### src/hw/sac_pkg.sv
/*
 * Shared constants and types of the serial converter control port.
 * Assumes one system clock; the serial pins and conversion clock are synchronised inside the top.
 */
package sac_pkg;
	// ----------------------------------------------------------------
	// word sizes
	// ----------------------------------------------------------------
	localparam int unsigned SAC_CFG_BITS = 8;
	localparam int unsigned SAC_RES_BITS = 10;
	localparam int unsigned SAC_OUT_MAX  = 16;
	localparam int unsigned SAC_CNT_W    = 5;

	// configuration bit positions, first received bit is the top bit
	localparam int unsigned SAC_CFG_SGL   = 7;
	localparam int unsigned SAC_CFG_ODD   = 6;
	localparam int unsigned SAC_CFG_SEL_H = 5;
	localparam int unsigned SAC_CFG_SEL_L = 4;
	localparam int unsigned SAC_CFG_UNI   = 3;
	localparam int unsigned SAC_CFG_HIGH_BIT_FIRST_SELECT  = 2;
	localparam int unsigned SAC_CFG_WL_H  = 1;
	localparam int unsigned SAC_CFG_WL_L  = 0;

	// output word lengths per length code
	localparam logic [SAC_CNT_W-1:0] SAC_LEN_8  = 5'h08;
	localparam logic [SAC_CNT_W-1:0] SAC_LEN_10 = 5'h0a;
	localparam logic [SAC_CNT_W-1:0] SAC_LEN_12 = 5'h0c;
	localparam logic [SAC_CNT_W-1:0] SAC_LEN_16 = 5'h10;
	localparam logic [SAC_CNT_W-1:0] SAC_CFG_LAST = 5'h07;

	// ----------------------------------------------------------------
	// timing in conversion clock cycles
	// ----------------------------------------------------------------
	localparam int unsigned SAC_CONV_ACLK   = 44;
	localparam int unsigned SAC_DEGLITCH_FL = 2;

	// reset values
	localparam logic [SAC_CFG_BITS-1:0] SAC_CFG_RST = 8'h00;
	localparam logic [SAC_RES_BITS-1:0] SAC_RES_RST = 10'h000;

	typedef enum logic [0:0] {
		SAC_IDLE = 1'b0,
		SAC_BUSY = 1'b1
	} sac_conv_state_t;
endpackage

### src/hw/sac_conv_if.sv
/*
 * Carrier between the port logic and the conversion sequencer.
 * Assumes both ends run on the same system clock.
 */
`timescale 1ns/1ps
interface sac_conv_if;
	import sac_pkg::*;
	logic                    start;      // one-cycle conversion request
	logic                    aclk_fall;  // one-cycle conversion clock tick
	logic                    coding_uni; // 1 unipolar, 0 bipolar
	logic [SAC_RES_BITS-1:0] code;       // offset-binary code from core
	logic                    busy;
	logic [SAC_RES_BITS-1:0] result;

	modport ctl  (output start, aclk_fall, coding_uni, code,
		input busy, result);
	modport conv (input start, aclk_fall, coding_uni, code,
		output busy, result);
endinterface

### src/hw/sac_top.sv
/*
 * Serial control port of a 10-bit, 8-input sampling converter.
 * Assumes the host drives chip select, shift clock and serial input,
 * that the conversion clock is a free-running pin, and that the analog
 * core presents an offset-binary code for the selected input.
 */
`timescale 1ns/1ps
module sac_top
	import sac_pkg::*;
#(
	parameter int unsigned CONV_CYCLES    = SAC_CONV_ACLK,
	parameter int unsigned DEGLITCH_FALLS = SAC_DEGLITCH_FL
) (
	// clock and reset
	input  wire logic                    clock_in,
	input  wire logic                    nrst_in,
	// serial pins
	input  wire logic                    cs_n_in,
	input  wire logic                    sclk_in,
	input  wire logic                    din_in,
	input  wire logic                    aclk_in,
	output logic                         dout_out,
	output logic                         dout_oe_out,
	// analog core
	input  wire logic [SAC_RES_BITS-1:0] analog_code_in,
	output logic [2:0]                   pos_channel_out,
	output logic [2:0]                   neg_channel_out,
	output logic                         neg_is_common_out,
	output logic                         coding_select_out,
	output logic                         converting_out
);
	if (DEGLITCH_FALLS < 1 || DEGLITCH_FALLS > 3) begin : g_chk
		$error("sac_top: DEGLITCH_FALLS out of range");
	end

	localparam logic [1:0] DG_LAST = 2'(DEGLITCH_FALLS - 1);

	// ----------------------------------------------------------------
	// helpers
	// ----------------------------------------------------------------
	// output length from the two length bits
	function automatic logic [SAC_CNT_W-1:0] word_len(input logic [1:0] wl);
		case (wl)
			2'h0:    word_len = SAC_LEN_8;
			2'h1:    word_len = SAC_LEN_10;
			2'h2:    word_len = SAC_LEN_12;
			default: word_len = SAC_LEN_16;
		endcase
	endfunction

	// outgoing word, first bit at the top, zeros padding the tail
	function automatic logic [SAC_OUT_MAX-1:0] out_word(
		input logic [SAC_RES_BITS-1:0] res,
		input logic                    high_bit_first_select);
		logic [SAC_RES_BITS-1:0] rev;
		rev = '0;
		for (int i = 0; i < SAC_RES_BITS; i++) begin
			rev[i] = res[SAC_RES_BITS-1-i];
		end
		out_word = {(high_bit_first_select ? res : rev), 6'h00};
	endfunction

	// ----------------------------------------------------------------
	// state
	// ----------------------------------------------------------------
	typedef struct packed {
		logic [1:0]              cs_sync;
		logic [1:0]              sclk_sync;
		logic [1:0]              din_sync;
		logic [1:0]              aclk_sync;
		logic                    sclk_prev;
		logic                    aclk_prev;
		logic                    cs_rec;   // recognised pin level
		logic [1:0]              dg_cnt;
		logic                    loaded;   // output word in place
		logic                    done;     // exchange finished
		logic [SAC_CNT_W-1:0]    bit_cnt;
		logic [SAC_CFG_BITS-1:0] cfg;
		logic [SAC_CFG_BITS-1:0] req;      // config of running request
		logic                    high_bit_first_select_next;
		logic [SAC_OUT_MAX-1:0]  out_sh;
		logic                    start;
		logic                    aclk_fall;
	} sac_top_st_t;

	sac_top_st_t q_ff;
	sac_top_st_t nxt_q;

	sac_conv_if cv ();

	logic                    sclk_rise;
	logic                    sclk_fall;
	logic [SAC_CFG_BITS-1:0] cfg_new;
	logic [SAC_CNT_W-1:0]    cnt_new;

	// edges are seen only after both synchroniser stages
	assign sclk_rise = q_ff.sclk_sync[1] & ~q_ff.sclk_prev;
	assign sclk_fall = ~q_ff.sclk_sync[1] & q_ff.sclk_prev;
	assign cnt_new   = q_ff.bit_cnt + 5'h01;
	assign cfg_new   = (q_ff.bit_cnt <= SAC_CFG_LAST) ?
		{q_ff.cfg[SAC_CFG_BITS-2:0], q_ff.din_sync[1]} : q_ff.cfg;

	// ----------------------------------------------------------------
	// next state
	// ----------------------------------------------------------------
	always_comb begin
		nxt_q           = q_ff;
		nxt_q.cs_sync   = {q_ff.cs_sync[0], cs_n_in};
		nxt_q.sclk_sync = {q_ff.sclk_sync[0], sclk_in};
		nxt_q.din_sync  = {q_ff.din_sync[0], din_in};
		nxt_q.aclk_sync = {q_ff.aclk_sync[0], aclk_in};
		nxt_q.sclk_prev = q_ff.sclk_sync[1];
		nxt_q.aclk_prev = q_ff.aclk_sync[1];
		nxt_q.aclk_fall = ~q_ff.aclk_sync[1] & q_ff.aclk_prev;
		nxt_q.start     = 1'b0;

		// deglitch on aclk falls; a blip between falls never counts
		if (q_ff.aclk_fall) begin
			if (q_ff.cs_sync[1] != q_ff.cs_rec) begin
				if (q_ff.dg_cnt == DG_LAST) begin
					nxt_q.cs_rec = q_ff.cs_sync[1];
					nxt_q.dg_cnt = 2'h0;
				end else begin
					nxt_q.dg_cnt = q_ff.dg_cnt + 2'h1;
				end
			end else begin
				nxt_q.dg_cnt = 2'h0;
			end
		end

		if (q_ff.cs_rec) begin
			// idle while select high, shift clock ignored
			nxt_q.loaded  = 1'b0;
			nxt_q.done    = 1'b0;
			nxt_q.bit_cnt = '0;
		end else if (!q_ff.loaded) begin
			// previous result, held back while still converting
			if (!cv.busy && !q_ff.done) begin
				nxt_q.out_sh = out_word(cv.result, q_ff.high_bit_first_select_next);
				nxt_q.loaded = 1'b1;
			end
		end else if (!q_ff.done) begin
			if (sclk_rise) begin
				nxt_q.cfg     = cfg_new;
				nxt_q.bit_cnt = cnt_new;
				if (q_ff.bit_cnt >= SAC_CFG_LAST &&
					cnt_new == word_len(cfg_new[SAC_CFG_WL_H:SAC_CFG_WL_L])) begin
					nxt_q.done      = 1'b1;
					nxt_q.start     = 1'b1;
					nxt_q.req       = cfg_new;
					nxt_q.high_bit_first_select_next = cfg_new[SAC_CFG_HIGH_BIT_FIRST_SELECT];
				end
			end else if (sclk_fall && q_ff.bit_cnt != '0) begin
				nxt_q.out_sh = {q_ff.out_sh[SAC_OUT_MAX-2:0], 1'b0};
			end
		end
	end

	// state register, synchronous reset to idle, select high
	always_ff @(posedge clock_in) begin
		if (!nrst_in) begin
			q_ff <= '{2'h3, 2'h0, 2'h0, 2'h0, 1'b0, 1'b0, 1'b1, 2'h0,
				1'b0, 1'b0, '0, SAC_CFG_RST, SAC_CFG_RST, 1'b1,
				'0, 1'b0, 1'b0};
		end else begin
			q_ff <= nxt_q;
		end
	end

	// ----------------------------------------------------------------
	// conversion sequencer
	// ----------------------------------------------------------------
	assign cv.start      = q_ff.start;
	assign cv.aclk_fall  = q_ff.aclk_fall;
	assign cv.coding_uni = q_ff.req[SAC_CFG_UNI];
	assign cv.code       = analog_code_in;

	sac_conv #(
		.CONV_CYCLES (CONV_CYCLES)
	) u_conv (
		.clock_in (clock_in),
		.nrst_in  (nrst_in),
		.cv       (cv)
	);

	// ----------------------------------------------------------------
	// outputs
	// ----------------------------------------------------------------
	assign dout_out    = q_ff.out_sh[SAC_OUT_MAX-1];
	assign dout_oe_out = ~q_ff.cs_rec & q_ff.loaded;

	// pair or single channel; positive end is the same
	assign pos_channel_out   = {q_ff.req[SAC_CFG_SEL_H:SAC_CFG_SEL_L],
		q_ff.req[SAC_CFG_ODD]};
	assign neg_channel_out   = {q_ff.req[SAC_CFG_SEL_H:SAC_CFG_SEL_L],
		~q_ff.req[SAC_CFG_ODD]};
	assign neg_is_common_out = q_ff.req[SAC_CFG_SGL];
	assign coding_select_out = q_ff.req[SAC_CFG_UNI];
	assign converting_out    = cv.busy;
endmodule

### src/hw/sac_conv.sv
/*
 * Conversion sequencer: counts conversion clock ticks and codes result.
 * Assumes aclk_fall is already synchronised and one cycle wide.
 */
`timescale 1ns/1ps
module sac_conv
	import sac_pkg::*;
#(
	parameter int unsigned CONV_CYCLES = SAC_CONV_ACLK
) (
	// clock and reset
	input  wire logic clock_in,
	input  wire logic nrst_in,
	// port logic side
	sac_conv_if.conv  cv
);
	if (CONV_CYCLES < 1 || CONV_CYCLES > 63) begin : g_chk
		$error("sac_conv: CONV_CYCLES out of range");
	end

	localparam logic [5:0] LAST = 6'(CONV_CYCLES - 1);

	typedef struct packed {
		sac_conv_state_t         st;
		logic [5:0]              cnt;
		logic                    coding_select;
		logic [SAC_RES_BITS-1:0] result;
	} sac_conv_st_t;

	sac_conv_st_t q_ff;
	sac_conv_st_t nxt_q;

	// ----------------------------------------------------------------
	// sequencing
	// ----------------------------------------------------------------
	always_comb begin
		nxt_q = q_ff;
		case (q_ff.st)
			SAC_IDLE: begin
				if (cv.start) begin
					nxt_q.st  = SAC_BUSY;
					nxt_q.cnt = 6'h00;
					nxt_q.coding_select = cv.coding_uni;
				end
			end
			SAC_BUSY: begin
				if (cv.aclk_fall) begin
					nxt_q.cnt = q_ff.cnt + 6'h01;
					if (q_ff.cnt == LAST) begin
						nxt_q.st = SAC_IDLE;
						nxt_q.result = q_ff.coding_select ? cv.code :
							{~cv.code[SAC_RES_BITS-1],
							cv.code[SAC_RES_BITS-2:0]};
					end
				end
			end
			default: nxt_q.st = SAC_IDLE;
		endcase
	end

	// state register, synchronous reset
	always_ff @(posedge clock_in) begin
		if (!nrst_in) begin
			nxt_q_rst: q_ff <= '{SAC_IDLE, 6'h00, 1'b0, SAC_RES_RST};
		end else begin
			q_ff <= nxt_q;
		end
	end

	assign cv.busy   = (q_ff.st == SAC_BUSY);
	assign cv.result = q_ff.result;
endmodule

### config.mk
export PLATFORM = sky130hd
export DESIGN_NAME = sac_top
export DESIGN_NICKNAME = d
export VERILOG_FILES = /design/src/hw/sac_pkg.sv /design/src/hw/sac_conv_if.sv /design/src/hw/sac_top.sv /design/src/hw/sac_conv.sv
export SDC_FILE = /design/constraint.sdc
export NUM_CORES = 1
export LEC_CHECK = 0
export BUFFER_PORTS_ARGS = -buffer_cell sky130_fd_sc_hd__buf_4
export CAP_MARGIN = 5
export CORE_UTILIZATION = 38
export DETAILED_ROUTE_END_ITERATION = 16
export PLACE_DENSITY_LB_ADDON = 0.1
export SLEW_MARGIN = 10
export SYNTH_ARGS = -nofsm -noshare
export SYNTH_HDL_FRONTEND = slang
export SYNTH_SLANG_ARGS = --single-unit
### constraint.sdc
create_clock -name clock_in -period 2.3 [get_ports clock_in]
set_clock_uncertainty 0.05 [all_clocks]
set_input_delay 0.23 -clock clock_in [delete_from_list [all_inputs] [get_ports clock_in]]
set_output_delay 0.23 -clock clock_in [all_outputs]
set_load 0.01 [all_outputs]
==> results.md <==
* Die Y at 95.9 um
* Post-DRT Antenna Nets at 0
* Ant. Diodes at 0
* Max-Cap Viols at 0
* Core Area at 0.00838 sq mm
* Vias in the first global route at 2132
* Min cycle time layout at 2090 ps
* Clock-pin slew on the worst setup and hold paths at 70 ps
* # port buffers at 26
* Post-synth cell types at 53
* CTS tree: built
* Slew Limit Fails at 0
* Post-DR wirelength/cell at 12.7 um
* Commonest cells in the netlist: dfxtp_1 (69), mux2i_1 (45), nor2b_1 (38)
* Routed vias/inst at 4.93
* Cells after Synth at 348
* Seq cells post-synth at 69
* Synth Flop Type: dfxtp_1
* Reg2Reg Depth at 8
* Crit path from: q_ff[35]
* Critical path fanouts, max at 6
* Worst Setup EP: q_ff[18]
* R2r endpoint: q_ff[18]
* Yosys top cell by area: dfxtp_1
* Seq/Total Area, Yosys at 0.412
* Total global routing overflow at 0
* Vias at 2371
* Setup violation total in the final timing report at 0
* Die area at 0.00920 sq mm
* I/O pin count at 27
* Clk sinks at 69
* Unrepaired setup endpoints after global routing: no
* Post-synth EDFFs at 0
* Top post-synthesis cells by area: dfxtp_1 (41%), mux2i_1 (13%), nor2b_1 (7.1%), nand3b_1 (2.7%), nand2_1 (2.5%)
* Final-report hold violation count at 0
* Leakage Power at 0.00164 uW
* TritonCTS buffer count at 9
* Final WL at 6.12 mm
* FF-to-FF Start: q_ff[35]
* Resize count post-CTS at 0
* Mean post-synth cell area at 9.63 sq um
* Asr flop ratio synth at 0
* Area share of the largest cell type after synthesis at 0.412
* Clock buffer depth at 2
* DRT Pass-1 Iters at 4
* Post-DP HPWL at 4.29 mm
* Filler cells at 842
* Worst Tran Pin Value at 685 ps
* H-tree lvl count at 3
* Slew margin rel. at 0.540
* Drt drc at 0
* Pin count of the biggest net entering global routing at 50
* WS Path Type: flop to flop
* Global-route wire length before repair at 10.2 mm
* Total Nets Final at 390
* Multi-input logic area at 0.00179 sq mm
* Post-CTS setup buffers at 0
* Status: finished clean
* Min-delay worst type: primary input to flop
* Root buf cell: clkbuf_8
* WP data arrival at 2270 ps
* P&R area growth vs syn at 14.7%
* CP Launch Type: flop
* Final Cycle Share at 0.910
* Req. time, crit path at 2480 ps
* Layout cells sized above 1 at 0.178
* Starting Density at 0.400
* Syn nets at 367
* Final design utilization at 0.458
* PwrDens at 610 mW/mm^2
* Mapped Area at 0.00335 sq mm
* Initial antenna violation count at 0
* Post-cts hold buffer count at 0
* Storage element area at 0.00138 sq mm
* Flop-to-flop setup slack at 210 ps
* Fmax at 0.478 GHz
* Crit path capture type: flop
* Die width at 95.9 um
* Yosys warning count at 0
* Starting DRT DRC Count at 62
* Max IR drop VDD at 377 uV
* Count leader, synth: dfxtp_1
* Rows at 33
* RePlAce Congestion at 0.778
* Clock latency on the worst-skew pair at 330 ps
* TNS Setup at 0 ps
* Overall Global Routing Usage at 0.145
-- cells by family after synthesis --
group,Yosys count,share of synthesized area
adders and majority gates,3,0.0112
buffers and inverters,34,0.0527
xor gates and xnor gates,11,0.0288
muxes,52,0.162
and+or+nand+nor,130,0.233
DFF,69,0.412
AOI/OAI and AO/OA,49,0.0997
-- layer usage --
metal,GRT usage,up-vias,wire length [um]
met5,0,-,0
met4,0.0373,0,60
met3,0.0506,6,203
met2,0.224,25,2640
met1,0.191,1093,3210
li1,-,1247,-
-- sequential cells by signal, summed over array words and instances (netlist names) --
name,cells
pos_channel_out,1
coding_select_out,1
nxt_q,6
neg_channel_out,2
u_conv.q_ff,7
neg_is_common_out,1
cv.aclk_fall,1
cv.start,1
u_conv.cv.result,10
q_ff,37
dout_out,1
u_conv.cv.busy,1
-- critical path, stage by stage, from the launching register on --
cell and delay [ps]:
dfxtp_1 310, ha_1 250, buf_4 180, xnor2_1 260, o21ai_0 120, o32a_1 200, o211ai_2 190, nand4_4 110
mux2_4 310
-- per-stage QoR --
step	hold slack, ps	area, sq um	total power [uW]	std cells	worst slack [ps]
floorplan	281	3350	1260	348	125
global route	32.6	3840	2430	481	45.4
detailed placement	347	3620	1290	465	231
CTS	2.47	3840	2390	481	220
finish	25.0	3840	2340	481	208
global placement	345	3620	1290	465	290
-- final cells by class --
cell class	count	share of cell area
Clock inverter	3	0.0179
Inverter	7	0.00684
Clock buffer	13	0.0387
Timing Repair Buffer	39	0.0762
Multi-Input combinational cell	245	0.467
Sequential cell	69	0.359
Tap cell	105	0.0342
-- how the worst min path moves through the flow --
stage / start / to / slack (ps) / cells past startpoint
finish: cs_n_in / nxt_q[54] / 30 / 2
global placement: nxt_q[54] / q_ff[54] / 340 / 1
detailed placement: nxt_q[54] / q_ff[54] / 350 / 1
floorplan: cs_n_in / nxt_q[54] / 280 / 1
global route: aclk_in / nxt_q[48] / 30 / 2
CTS: cs_n_in / nxt_q[54] / 2 / 2
-- power breakdown --
part | switching [uW] | internal (uW) | leakage, uW
logic | 23.4 | 34.2 | 0.000977
clock network | 437 | 644 | 0.000108
registers | 3.58 | 1200 | 0.000558
-- layout by cell type, fill, tap and decap left out, types with 2 or more instances in the layout --
| master | synthesis | final |
|---|---|---|
| o21a_1 | 3 | 3 |
| o21ai_0 | 16 | 16 |
| nand3_1 | 3 | 3 |
| and3_1 | 6 | 6 |
| o211ai_1 | 3 | 3 |
| nand2b_1 | 6 | 6 |
| xor2_1 | 6 | 6 |
| mux2_2 | 5 | 5 |
| nor3b_1 | 2 | 2 |
| clkbuf_1 | 10 | 3 |
| nor3_1 | 3 | 3 |
| a22oi_1 | 5 | 5 |
| a21oi_1 | 7 | 7 |
| nor2b_1 | 38 | 38 |
| ha_1 | 3 | 3 |
| buf_4 | 7 | 39 |
| bufinv_16 | 0 | 2 |
| dfxtp_1 | 69 | 69 |
| mux2i_1 | 45 | 45 |
| clkbuf_8 | 0 | 10 |
| nor2_2 | 2 | 2 |
| nor2_1 | 16 | 16 |
| xnor2_1 | 5 | 5 |
| a21boi_0 | 2 | 2 |
| nand2_1 | 22 | 22 |
| nand4_1 | 3 | 3 |
| and2_1 | 9 | 9 |
| inv_1 | 7 | 7 |
| nand3b_1 | 12 | 12 |
Note: power is estimated with default switching activity, not from simulation.
